`config.mk`:
```
export PLATFORM = sky130hd
export DESIGN_NAME = tpw_timer
export DESIGN_NICKNAME = d
export VERILOG_FILES = /design/src/tpw_pkg.sv /design/src/tpw_link_if.sv /design/src/tpw_src_div.sv /design/src/tpw_in_filter.sv /design/src/tpw_timer.sv
export VERILOG_INCLUDE_DIRS = /design/src /design/src/src
export SDC_FILE = /design/constraint.sdc
export NUM_CORES = 1
export LEC_CHECK = 0
export ABC_CLOCK_PERIOD_IN_PS = 5850
export BUFFER_PORTS_ARGS = -buffer_cell sky130_fd_sc_hd__buf_4
export CORE_ASPECT_RATIO = 0.75
export CORE_MARGIN = 2
export CORE_UTILIZATION = 60
export CTS_CLUSTER_SIZE = 16
export DETAILED_ROUTE_END_ITERATION = 10
export GPL_TIMING_DRIVEN = 0
export PLACE_DENSITY_LB_ADDON = 0.08
export SKIP_CTS_REPAIR_TIMING = 1
export SYNTH_ARGS = -nofsm -noshare
export SYNTH_HDL_FRONTEND = slang
export SYNTH_SLANG_ARGS = --single-unit
```
`constraint.sdc`:
```
create_clock -name clk_in -period 5.85 [get_ports clk_in]
set_clock_uncertainty 0.15 [all_clocks]
set_input_delay 0.2925 -clock clk_in [delete_from_list [all_inputs] [get_ports clk_in]]
set_output_delay 0.2925 -clock clk_in [all_outputs]
set_load 0.02 [all_outputs]
```
`src/tpw_defs.svh`:
```
`ifndef TPW_DEFS_SVH
`define TPW_DEFS_SVH
// Summary of operation
// - Pulse mode toggles main pin on underflow
// - Division is (prescaler+1) times (timer+1)
// - Counters decrement and reload on underflow
// - Counting begins after start bit written one
// - Start zero or stop one halts counting
// - Every timer underflow raises the interrupt
// - Writes load reload and counter; reads count
// - Polarity zero starts output high, one low
// - Mode register write restores starting level
// - Output control one disables main pin output
// - Secondary enable drives inverted main output in pulse and event modes
// - Event mode counts selected main pin edges
// - Event mode toggles secondary pin on underflow
// - Filter field picks none, f1, f8, f32
// - Filter accepts level after three equal samples
// - Gate field: always, line two, other timer
// - Line two gate level follows edge polarity
// - Width mode counts only at measured level
// - Polarity bit chooses measured input level
// - Width mode interrupts at measured period end
// - Running writes reach counters on next tick
// - Flags clear on zero write, keep on one
// - Mode codes 001, 010, 011 select modes

// Register offsets on the 16-bit register port
`define TPW_OFS_CTRL    16'h0100
`define TPW_OFS_IOC     16'h0101
`define TPW_OFS_MODE    16'h0102
`define TPW_OFS_PRE     16'h0103
`define TPW_OFS_TMR     16'h0104
`define TPW_OFS_PSEL    16'h0105
// Control register bits
`define TPW_CTRL_START  0
`define TPW_CTRL_STAT   1
`define TPW_CTRL_STOP   2
`define TPW_CTRL_EDGF   4
`define TPW_CTRL_UNDF   5
// I/O control register bits
`define TPW_IOC_POL     0
`define TPW_IOC_ODIS    1
`define TPW_IOC_SECEN   2
`define TPW_IOC_FILT_LO 4
`define TPW_IOC_FILT_HI 5
`define TPW_IOC_GATE_LO 6
`define TPW_IOC_GATE_HI 7
// Mode register fields
`define TPW_MODE_LO     0
`define TPW_MODE_HI     2
`define TPW_CS_LO       4
`define TPW_CS_HI       5
`define TPW_CUT         7
`define TPW_PSEL_MASK   8'h1B
// Reset values
`define TPW_REG_RST     8'h00
`define TPW_CNT_RST     8'hFF
`define TPW_CNT_ZERO    8'h00
`define TPW_LVL_RST     1'b1
// Codes of two-bit fields
`define TPW_CS_F1       2'h0
`define TPW_CS_F8       2'h1
`define TPW_CS_OCO      2'h2
`define TPW_CS_F2       2'h3
`define TPW_FILT_NONE   2'h0
`define TPW_FILT_F1     2'h1
`define TPW_FILT_F8     2'h2
`define TPW_FILT_F32    2'h3
`define TPW_GATE_ALW    2'h0
`define TPW_GATE_INT    2'h1
`define TPW_GATE_OTH    2'h2
`define TPW_GATE_BAD    2'h3
// Divider taps for sampling strobes
`define TPW_DIV_W       5
`define TPW_DIV_F8      5'h07
`define TPW_DIV_F32     5'h1F
`endif

```
`src/tpw_pkg.sv`:
```
package tpw_pkg;
    // Operating modes of the timer
    typedef enum logic [2:0] {
        TPW_TIMER  = 3'h0,
        TPW_PULSE  = 3'h1,
        TPW_EVENT  = 3'h2,
        TPW_PWIDTH = 3'h3,
        TPW_PPER   = 3'h4
    } tpw_mode_type;
endpackage

```
`src/tpw_link_if.sv`:
```
`timescale 1ns/100ps
// Count source and input filter links between the timer's parts
interface tpw_link_if;
    logic [1:0] cs_sel;
    logic       cut;
    logic       tick;
    logic       f8_stb;
    logic       f32_stb;
    logic [1:0] filt_sel;
    logic       filt_lvl;
    modport div  (input cs_sel, cut, output tick, f8_stb, f32_stb);
    modport filt (input filt_sel, f8_stb, f32_stb, output filt_lvl);
    modport core (output cs_sel, cut, filt_sel, input tick, filt_lvl);
endinterface

```
`src/tpw_src_div.sv`:
```
`timescale 1ns/100ps
`include "tpw_defs.svh"
module tpw_src_div (
    // Clock and reset
    input  wire logic clk_in,
    input  wire logic rst_n_in,
    // Slow oscillator from another clock
    input  wire logic oco_clk_in,
    // Link to the timer core and filter
    tpw_link_if.div   lnk
);
    logic [`TPW_DIV_W-1:0] div_reg;
    logic oco_s1_reg, oco_s2_reg, oco_s3_reg;
    logic tick_reg, f8_reg, f32_reg, tick_next;

    // Free divider; strobes are one clock wide
    always_ff @(posedge clk_in) begin
        if (!rst_n_in) begin
            div_reg <= '0;
            f8_reg  <= 1'b0;
            f32_reg <= 1'b0;
        end else begin
            div_reg <= div_reg + `TPW_DIV_W'(1);
            f8_reg  <= (div_reg[2:0] == 3'(`TPW_DIV_F8));
            f32_reg <= (div_reg == `TPW_DIV_F32);
        end
    end

    // Oscillator must be slower than half clk_in to be seen
    always_ff @(posedge clk_in) begin
        if (!rst_n_in) begin
            oco_s1_reg <= 1'b0;
            oco_s2_reg <= 1'b0;
            oco_s3_reg <= 1'b0;
        end else begin
            oco_s1_reg <= oco_clk_in;
            oco_s2_reg <= oco_s1_reg;
            oco_s3_reg <= oco_s2_reg;
        end
    end

    // Count source choice, cut off by the cutoff bit
    always_comb begin
        unique case (lnk.cs_sel)
            `TPW_CS_F1:  tick_next = 1'b1;
            `TPW_CS_F8:  tick_next = (div_reg[2:0] == 3'(`TPW_DIV_F8));
            `TPW_CS_OCO: tick_next = oco_s2_reg & ~oco_s3_reg;
            `TPW_CS_F2:  tick_next = div_reg[0];
        endcase
    end

    always_ff @(posedge clk_in) begin
        if (!rst_n_in) tick_reg <= 1'b0;
        else tick_reg <= tick_next & ~lnk.cut;
    end

    assign lnk.tick    = tick_reg;
    assign lnk.f8_stb  = f8_reg;
    assign lnk.f32_stb = f32_reg;
endmodule

```
`src/tpw_in_filter.sv`:
```
`timescale 1ns/100ps
`include "tpw_defs.svh"
module tpw_in_filter (
    // Clock and reset
    input  wire logic clk_in,
    input  wire logic rst_n_in,
    // Raw main pin level
    input  wire logic pin_in,
    // Link to the timer core and divider
    tpw_link_if.filt  lnk
);
    logic       s1_reg, s2_reg, lvl_reg, stb;
    logic [2:0] smp_reg;

    function automatic logic all_same(input logic [2:0] v);
        all_same = (v == 3'h0) || (v == 3'h7);
    endfunction

    // Two flops before anything reads the pin
    always_ff @(posedge clk_in) begin
        if (!rst_n_in) begin
            s1_reg <= 1'b0;
            s2_reg <= 1'b0;
        end else begin
            s1_reg <= pin_in;
            s2_reg <= s1_reg;
        end
    end

    // Sampling strobe per filter selection
    always_comb begin
        unique case (lnk.filt_sel)
            `TPW_FILT_NONE: stb = 1'b1;
            `TPW_FILT_F1:   stb = 1'b1;
            `TPW_FILT_F8:   stb = lnk.f8_stb;
            `TPW_FILT_F32:  stb = lnk.f32_stb;
        endcase
    end

    // Level accepted after three equal samples and glitches dropped; with no filter the level passes at once
    always_ff @(posedge clk_in) begin
        if (!rst_n_in) begin
            smp_reg <= 3'h0;
            lvl_reg <= 1'b0;
        end else if (lnk.filt_sel == `TPW_FILT_NONE) begin
            smp_reg <= {3{s2_reg}};
            lvl_reg <= s2_reg;
        end else if (stb) begin
            smp_reg <= {smp_reg[1:0], s2_reg};
            if (all_same({smp_reg[1:0], s2_reg})) begin
                lvl_reg <= s2_reg;
            end
        end
    end

    assign lnk.filt_lvl = lvl_reg;
endmodule

```
`src/tpw_timer.sv`:
```
`timescale 1ns/100ps
`include "tpw_defs.svh"
module tpw_timer (
    // Clock and reset
    input  wire logic        clk_in,
    input  wire logic        rst_n_in,
    // Register port
    input  wire logic [15:0] reg_addr_in,
    input  wire logic [7:0]  reg_wdata_in,
    input  wire logic        reg_wr_in,
    input  wire logic        reg_rd_in,
    output logic      [7:0]  reg_rdata_out,
    // Main timer pin, two-way
    input  wire logic        main_timer_pin_in,
    output logic             main_timer_pin_out,
    output logic             main_timer_pin_oe_out,
    // Secondary timer pin
    output logic             secondary_timer_out_pin_out,
    output logic             secondary_timer_out_pin_oe_out,
    // System inputs
    input  wire logic        on_chip_oscillator_clock_in,
    input  wire logic        external_interrupt_line_two_in,
    input  wire logic        interrupt_edge_polarity_in,
    input  wire logic        other_timer_output_d_in,
    // Interrupt request
    output logic             timer_irq_out
);
    // =========================================================
    // Declarations
    // =========================================================
    tpw_link_if lnk ();
    tpw_pkg::tpw_mode_type mode;
    logic [7:0] ioc_reg, mode_reg, psel_reg, rdata_next;
    logic [7:0] pre_rld_reg, pre_cnt_reg, tm_rld_reg, tm_cnt_reg;
    logic       start_reg, stat_reg, undf_reg, edgf_reg, lvl_reg;
    logic       pre_pend_reg, tm_pend_reg, irq_reg, filt_d_reg;
    logic       external_interrupt_line_two_s1_reg, external_interrupt_line_two_s2_reg;
    logic       run, wr_ctrl, wr_ioc, wr_mode, wr_pre, wr_tm, wr_psel;
    logic       stop_wr, interrupt_edge_polarity, gate_ok, ev_edge, src, cnt_tick;
    logic       pre_uf, tm_uf, pw_end, toggles;

    function automatic logic wr_at(input logic [15:0] ofs);
        wr_at = reg_wr_in && (reg_addr_in == ofs);
    endfunction

    // =========================================================
    // Submodules
    // =========================================================
    tpw_src_div u_div (
        .clk_in     (clk_in),
        .rst_n_in   (rst_n_in),
        .oco_clk_in (on_chip_oscillator_clock_in),
        .lnk        (lnk.div)
    );

    tpw_in_filter u_filt (
        .clk_in   (clk_in),
        .rst_n_in (rst_n_in),
        .pin_in   (main_timer_pin_in),
        .lnk      (lnk.filt)
    );

    assign lnk.cs_sel   = mode_reg[`TPW_CS_HI:`TPW_CS_LO];
    assign lnk.cut      = mode_reg[`TPW_CUT];
    assign lnk.filt_sel = ioc_reg[`TPW_IOC_FILT_HI:`TPW_IOC_FILT_LO];

    // =========================================================
    // Register writes
    // =========================================================
    assign wr_ctrl = wr_at(`TPW_OFS_CTRL);
    assign wr_ioc  = wr_at(`TPW_OFS_IOC);
    assign wr_mode = wr_at(`TPW_OFS_MODE);
    assign wr_pre  = wr_at(`TPW_OFS_PRE);
    assign wr_tm   = wr_at(`TPW_OFS_TMR);
    assign wr_psel = wr_at(`TPW_OFS_PSEL);
    assign stop_wr = wr_ctrl & reg_wdata_in[`TPW_CTRL_STOP];
    assign mode    = tpw_pkg::tpw_mode_type'(
                         mode_reg[`TPW_MODE_HI:`TPW_MODE_LO]);
    assign interrupt_edge_polarity     = ioc_reg[`TPW_IOC_POL];

    // Configuration registers; bus assist bit is only stored
    always_ff @(posedge clk_in) begin
        if (!rst_n_in) begin
            ioc_reg  <= `TPW_REG_RST;
            mode_reg <= `TPW_REG_RST;
            psel_reg <= `TPW_REG_RST;
        end else begin
            if (wr_ioc) ioc_reg <= reg_wdata_in;
            if (wr_mode) mode_reg <= reg_wdata_in;
            if (wr_psel) psel_reg <= reg_wdata_in & `TPW_PSEL_MASK;
        end
    end

    // Start and status; status lags start by one clock
    always_ff @(posedge clk_in) begin
        if (!rst_n_in) begin
            start_reg <= 1'b0;
            stat_reg  <= 1'b0;
        end else if (stop_wr) begin
            start_reg <= 1'b0;
            stat_reg  <= 1'b0;
        end else begin
            if (wr_ctrl) start_reg <= reg_wdata_in[`TPW_CTRL_START];
            stat_reg <= start_reg;
        end
    end

    // Both must be set, so a zero write stops at once
    assign run = start_reg & stat_reg;

    // =========================================================
    // Event input path
    // =========================================================
    always_ff @(posedge clk_in) begin
        if (!rst_n_in) begin
            external_interrupt_line_two_s1_reg <= 1'b0;
            external_interrupt_line_two_s2_reg <= 1'b0;
            filt_d_reg  <= 1'b0;
        end else begin
            external_interrupt_line_two_s1_reg <= external_interrupt_line_two_in;
            external_interrupt_line_two_s2_reg <= external_interrupt_line_two_s1_reg;
            filt_d_reg  <= lnk.filt_lvl;
        end
    end

    // Gate: prohibited code blocks events rather than guessing
    always_comb begin
        unique case (ioc_reg[`TPW_IOC_GATE_HI:`TPW_IOC_GATE_LO])
            `TPW_GATE_ALW: gate_ok = 1'b1;
            `TPW_GATE_INT: gate_ok = interrupt_edge_polarity_in ?
                                     ~external_interrupt_line_two_s2_reg : external_interrupt_line_two_s2_reg;
            `TPW_GATE_OTH: gate_ok = ~other_timer_output_d_in;
            `TPW_GATE_BAD: gate_ok = 1'b0;
        endcase
    end

    // Active edge of the filtered level, one clock late
    assign ev_edge = gate_ok & (interrupt_edge_polarity ? (filt_d_reg & ~lnk.filt_lvl)
                                    : (~filt_d_reg & lnk.filt_lvl));

    // End of measured period: input leaves the measured level
    assign pw_end = run && (mode == tpw_pkg::TPW_PWIDTH) &&
                    (filt_d_reg == interrupt_edge_polarity) && (lnk.filt_lvl != interrupt_edge_polarity);

    // =========================================================
    // Count source per mode
    // =========================================================
    always_comb begin
        unique case (mode)
            tpw_pkg::TPW_TIMER:  src = lnk.tick;
            tpw_pkg::TPW_PULSE:  src = lnk.tick;
            tpw_pkg::TPW_EVENT:  src = ev_edge;
            tpw_pkg::TPW_PWIDTH: src = lnk.tick &
                                       (lnk.filt_lvl == interrupt_edge_polarity);
            tpw_pkg::TPW_PPER:   src = lnk.tick;
            default:             src = 1'b0;
        endcase
    end

    assign cnt_tick = run & src;
    assign pre_uf = cnt_tick & ~pre_pend_reg & (pre_cnt_reg == `TPW_CNT_ZERO);
    assign tm_uf  = pre_uf & ~tm_pend_reg & (tm_cnt_reg == `TPW_CNT_ZERO);

    // =========================================================
    // Prescaler
    // =========================================================
    always_ff @(posedge clk_in) begin
        if (!rst_n_in || stop_wr) begin
            pre_rld_reg  <= `TPW_CNT_RST;
            pre_cnt_reg  <= `TPW_CNT_RST;
            pre_pend_reg <= 1'b0;
        end else if (wr_pre) begin
            pre_rld_reg  <= reg_wdata_in;
            if (!run) pre_cnt_reg <= reg_wdata_in;
            pre_pend_reg <= run;
        end else if (cnt_tick) begin
            pre_pend_reg <= 1'b0;
            if (pre_pend_reg || pre_cnt_reg == `TPW_CNT_ZERO)
                pre_cnt_reg <= pre_rld_reg;
            else
                pre_cnt_reg <= pre_cnt_reg - 8'h01;
        end
    end

    // =========================================================
    // Timer counter, clocked by prescaler underflow
    // =========================================================
    always_ff @(posedge clk_in) begin
        if (!rst_n_in || stop_wr) begin
            tm_rld_reg  <= `TPW_CNT_RST;
            tm_cnt_reg  <= `TPW_CNT_RST;
            tm_pend_reg <= 1'b0;
        end else if (wr_tm) begin
            tm_rld_reg  <= reg_wdata_in;
            if (!run) tm_cnt_reg <= reg_wdata_in;
            tm_pend_reg <= run;
        end else if (pre_uf) begin
            tm_pend_reg <= 1'b0;
            if (tm_pend_reg || tm_cnt_reg == `TPW_CNT_ZERO)
                tm_cnt_reg <= tm_rld_reg;
            else
                tm_cnt_reg <= tm_cnt_reg - 8'h01;
        end
    end

    // =========================================================
    // Flags and interrupt
    // =========================================================
    // Hardware set beats a software clear in the same clock
    always_ff @(posedge clk_in) begin
        if (!rst_n_in) begin
            undf_reg <= 1'b0;
            edgf_reg <= 1'b0;
        end else begin
            if (tm_uf) undf_reg <= 1'b1;
            else if (wr_ctrl && !reg_wdata_in[`TPW_CTRL_UNDF])
                undf_reg <= 1'b0;
            if (pw_end) edgf_reg <= 1'b1;
            else if (wr_ctrl && !reg_wdata_in[`TPW_CTRL_EDGF])
                edgf_reg <= 1'b0;
        end
    end

    always_ff @(posedge clk_in) begin
        if (!rst_n_in) irq_reg <= 1'b0;
        else irq_reg <= tm_uf | pw_end;
    end

    assign timer_irq_out = irq_reg;

    // =========================================================
    // Pulse level and pins
    // =========================================================
    assign toggles = (mode == tpw_pkg::TPW_PULSE) ||
                     (mode == tpw_pkg::TPW_EVENT);

    // Mode write restarts the pulse at its chosen first level
    always_ff @(posedge clk_in) begin
        if (!rst_n_in) lvl_reg <= `TPW_LVL_RST;
        else if (wr_mode) lvl_reg <= ~interrupt_edge_polarity;
        else if (tm_uf && toggles) lvl_reg <= ~lvl_reg;
    end

    assign main_timer_pin_out    = lvl_reg;
    assign main_timer_pin_oe_out = (mode == tpw_pkg::TPW_PULSE) &
                                   ~ioc_reg[`TPW_IOC_ODIS];
    assign secondary_timer_out_pin_out    = ~lvl_reg;
    assign secondary_timer_out_pin_oe_out = toggles &
                                   ioc_reg[`TPW_IOC_SECEN];

    // =========================================================
    // Register reads, data valid the clock after the strobe
    // =========================================================
    always_comb begin
        rdata_next = `TPW_REG_RST;
        unique case (reg_addr_in)
            `TPW_OFS_CTRL: begin
                rdata_next[`TPW_CTRL_START] = start_reg;
                rdata_next[`TPW_CTRL_STAT]  = stat_reg;
                rdata_next[`TPW_CTRL_EDGF]  = edgf_reg;
                rdata_next[`TPW_CTRL_UNDF]  = undf_reg;
            end
            `TPW_OFS_IOC:  rdata_next = ioc_reg;
            `TPW_OFS_MODE: rdata_next = mode_reg;
            `TPW_OFS_PRE:  rdata_next = pre_cnt_reg;
            `TPW_OFS_TMR:  rdata_next = tm_cnt_reg;
            `TPW_OFS_PSEL: rdata_next = psel_reg;
            default:       rdata_next = `TPW_REG_RST;
        endcase
    end

    always_ff @(posedge clk_in) begin
        if (!rst_n_in) reg_rdata_out <= `TPW_REG_RST;
        else if (reg_rd_in) reg_rdata_out <= rdata_next;
        else reg_rdata_out <= `TPW_REG_RST;
    end
endmodule

```
# Word-level counts from Yosys, hierarchy flattened
# Index checks and enable logic that the tools add are counted.
[classes]
n_addsub = 3
n_eq_ne = 27
mux = 32
n_bitwise = 28
reduce_logical = 41
[ops]
columns = ["operator", "n"]
rows = [
  ["$eq 16x9->1 const B", 6],
  ["$mux 8", 7],
  ["$pmux 2 s6", 2],
  ["$logic_not 8->1", 2],
  ["$sub 8x1->8 const B", 2],
  ["$and 1x1->1", 15],
  ["$mux 1", 15],
  ["$reduce_bool 2->1", 7],
  ["$eq 2x2->1 const B", 6],
  ["$logic_and 1x1->1", 12],
  ["$not 1->1", 12],
  ["$pmux 2 s5", 1],
  ["$eq 3x3->1 const B", 3],
  ["$pmux 1 s4", 2],
  ["$pmux 2 s4", 1],
  ["$reduce_and 2->1", 4],
  ["$eq 2x1->1 const B", 3],
  ["$eq 3x2->1 const B", 2],
  ["$logic_not 2->1", 3],
  ["$logic_not 3->1", 2],
  ["$pmux 1 s3", 2],
  ["$add 5x1->5 const B", 1],
  ["$eq 5x5->1 const B", 1],
  ["$logic_or 1x1->1", 5],
  ["9 further kinds", 15],
]
[totals]
ff_bits = 87
inputBits = 33
output_inout_bits = 13
wordCells = 161

# Logic depth before layout (Yosys ltp)
[depth]
depth_word = 13
ltp_mapped = 8
ltp_nobuf = 7

# Cells and area by module
# From an unflattened synthesis, not the netlist that was laid out.
[unflattened]
hier_cells = 516
hier_area_um2 = 4419.2
[by_module_without_submodules]
columns = ["mod", "instances", "cells_each", "area_each_um2", "seq_area_each_um2"]
rows = [
  ["tpw_timer", 1, 455, 3772.4, 1421.4],
  ["tpw_src_div", 1, 34, 396.6, 220.2],
  ["tpw_in_filter", 1, 27, 250.2, 100.1],
]

# Worst setup path after synthesis
# No wires, ideal clock.
[synth_timing]
path_type = "register to register"
start = "reg tm_cnt_reg[0]"
end = "reg tm_cnt_reg[0]"
setup_ps = 125
arrival_ps = 1788
t_required_ps = 5575
setup_slack_ps = 3787
stages_incl_launch_ff = 9
path_buffers = 1
period_less_slack_ps = 2063
cell_sequence = "dfxtp_1 -> inv_1 -> ha_1 -> nor3b_1 -> a21oi_1 -> buf_2 -> mux2_1 -> a211oi_1 -> mux2i_1"
[synth_between]
elab_chain_cells = 5
elab_cells_between_ends = 6
classes_between = "add/sub (1); mux (3); reduce/logical (2)"
[synth_rtl]
columns = ["item", "line_no", "rtl"]
rows = [
  ["from (decl)", "tpw_timer.sv:34", "logic [7:0] pre_rld_reg, pre_cnt_reg, tm_rld_reg, tm_cnt_reg;"],
  ["from (signal assigned)", "tpw_timer.sv:191", "tm_cnt_reg <= `TPW_CNT_RST;"],
  ["from (signal assigned)", "tpw_timer.sv:195", "if (!run) tm_cnt_reg <= reg_wdata_in;"],
  ["from (signal assigned)", "tpw_timer.sv:200", "tm_cnt_reg <= tm_rld_reg;"],
  ["parallel branches: the longest is 2 deep, another holds $sub 8x1->8", "--", ""],
  ["$mux 8 (*)", "tpw_timer.sv:199", "if (tm_pend_reg || tm_cnt_reg == `TPW_CNT_ZERO)"],
  ["$mux 8 (*)", "tpw_timer.sv:197", "end else if (pre_uf) begin"],
  ["$mux 8 (*)", "tpw_timer.sv:193", "end else if (wr_tm) begin"],
]
# Mark *: on every way between the ends. The select of a mux whose other input is x is not followed.
# A chain may end at the register's enable or synchronous reset.

# Final worst setup path
# Same ends and word-level chain as after synthesis.

==> results.ini <==
[timing]
slew_headroom=0.491
timing.hold.ws_ns=0.0877
worst_pin_slew_ns=0.758
fmax_mhz=407
slew_viol_final=0
min_period_ns=2.46
hold_viol_final=0
setup_viol=0
fin_crit_sh=0.420
finalSetupTns_ns=0
rsz0062_at_grt=false

[synth]
synth-edff-count=0
synth.most_common_cell=dfxtp_1
synthTopCellsByArea=dfxtp_1, mux2i_1, nand2_1
synthArstFlopShare=0
synth_xor_area_frac=0.0236
synth.mux.area_fraction=0.112
synth_nets=515
synth_top_family_by_area=simple AND/OR/NAND/NOR gates
ys_seq_area_frac=0.391
yosysTopAreaCell=dfxtp_1
synth_compound_area_frac=0.160
synth_flop_cell=dfxtp_1
synth_top_area_frac=0.391
yosysWarningCount=0
syn_inst=475
ys_top_cells_by_count=dfxtp_1, nand2_1, nor2_1, mux2i_1, and2_1
synth_cell_types=68
synthSimpleGateAreaFrac=0.245
ys_ff_latch=87
synth_area_um2=4450
synth.avg_cell_area_um2=9.37
synth-adder-area-share=0.0197

[grt]
grt_antenna_before_repair=0
busiest_layer=met2
use_met1=0.425
grt_max_degree=19
grtUsageMet2=0.458
grt_pass1_vias=3663
overflow=0
grt_pass1_wl_um=18700
met3_usage=0.0748
grt_use_total=0.303

[floorplan]
num_rows=27
fp.dieH_um=78.6
die-width_um=103
initial_core_util=0.613
ios=46
dieArea_um2=8130
core_um2=7260

[route]
routedWlPerCell_um=18.1
final_antenna_net_count=0
drt_pass1_iterations=5
first_iter_violations=358
drt_wl_total_um=11500
vias=3850
drc=0
vias_per_cell=6.03

[finish]
final_core_util=0.706
antenna_cells=0
nets=572
final_cell_area_um2=5120
instances_no_fill=638
fillers=591
area_growth_pct=15.1
drive_gt1_frac=0.179

[clocking]
clk_transition_reported_paths_ns=0.09
cts.root.buffer_cell=clkbuf_8
cts_sinks=87
clock_path_buffers=2
htreeDepth=3
cts_tree=built
numCtsBuffers=9
insertion_delay_ns=0.36

[setup_path]
worstSetupPathType=reg -> reg
endpoint_kind=flip-flop
startpoint_type=flip-flop
worst_ep_arrival_time_ns=2.56
worst-endpoint-required_ns=5.95
crit_fanout=10
crit_slowest_cell=dfxtp_1
critPathMaxStageDelay_ns=0.51
cp_cell_sequence=inv_1, ha_1, nor3b_1, a21oi_1, buf_2, mux2_1, a211oi_1, mux2i_1

[outcome]
outcome=finished clean

[power]
ir_drop_mv=0.193
leakagePower_uw=0.00222
p_per_area_nw_per_um2=214

[job]
maxCapViolCount=0

[place]
port_buffers=43
place_inst=619
dp_hpwl_um=8500
placed_cell_area_um2=4900
gp_congestion=0.918

[hold_path]
hp-class=in -> reg

kinds of logic (layout without fill, tap and decap cells):
kind of cell	Yosys count	after routing
AO/OA/AOI/OAI	91	91
flip-flops	87	87
multiplexers	45	45
AND/OR/NAND/NOR	194	194
XOR/XNOR	12	12
adder cells (fa/ha/maj)	7	7
buffers and inverters	39	101
worst paths after layout:
path / from / to / slack (ns) / cells after the start
setup / recovery: tm_cnt_reg[0]$_SDFFE_PP1P_ / tm_cnt_reg[0]$_SDFFE_PP1P_ / 3.39 / 8
hold / removal: reg_wdata_in[6] / mode_reg[6]$_SDFFE_PN0P_ / 0.09 / 3
setup reg to reg: tm_cnt_reg[0]$_SDFFE_PP1P_ / tm_cnt_reg[0]$_SDFFE_PP1P_ / 3.39 / 8
hold reg to reg: external_interrupt_line_two_s1_reg$_SDFF_PN0_ / external_interrupt_line_two_s2_reg$_SDFF_PN0_ / 0.29 / 1
through the flow:
step	worst slack [ns]	power (uW)
detailed placement	3.39	698
CTS	3.42	1100
global placement	3.46	696
global route	3.25	1140
finish	3.39	1100
floorplan	3.79	657
critical path: cells and delay by family (launching register included):
| family | cells | cell delay [ns] |
|---|---|---|
| DFF | 1 | 0.51 |
| AOI/OAI and AO/OA | 2 | 0.44 |
| muxes | 2 | 0.44 |
| buffers and inverters | 2 | 0.42 |
| adders and majority gates | 1 | 0.22 |
| and+or+nand+nor | 1 | 0.15 |
report_power, final:
group	internal, uW	leakage, uW	switching [uW]	total (uW)
Sequential	598	0.000705	3.90	602
Clock	169	0.000101	242	411
Combinational	39.5	0.00142	45.4	84.9
cells in the final DEF, fill, tap and decap left out, drive strengths merged, types with 4 or more instances in the layout:
master / count
dfxtp: 87
a211o: 10
nor3b: 10
nand4: 5
a21boi: 13
a22oi: 7
a21oi: 9
nand2: 40
xor2: 7
nor4: 4
and3: 8
inv: 17
nor2b: 20
nor3: 11
o32a: 7
nor2: 35
nand3: 21
and2: 23
mux2: 8
mux2i: 34
clkbuf: 23
buf: 57
o21ai: 10
o211a: 4
xnor2: 5
or3: 4
ha: 7
layer usage:
layer	wire, um	vias up
met1	5200	1854
met5	0	-
li1	-	1830
met2	5290	146
met4	195	0
met3	828	20
area by class of cell:
cell class	count	area, um^2	area share
flip-flops and latches	87	1740	0.340
multi-input cells	349	2490	0.487
repair buffers	46	353	0.0688
clock inverters	7	68.8	0.0134
well taps	101	126	0.0247
inverters	11	41.3	0.00806
plain buffers	28	176	0.0344
clock buffers	9	124	0.0242
Note: power is estimated with default switching activity, not from simulation.
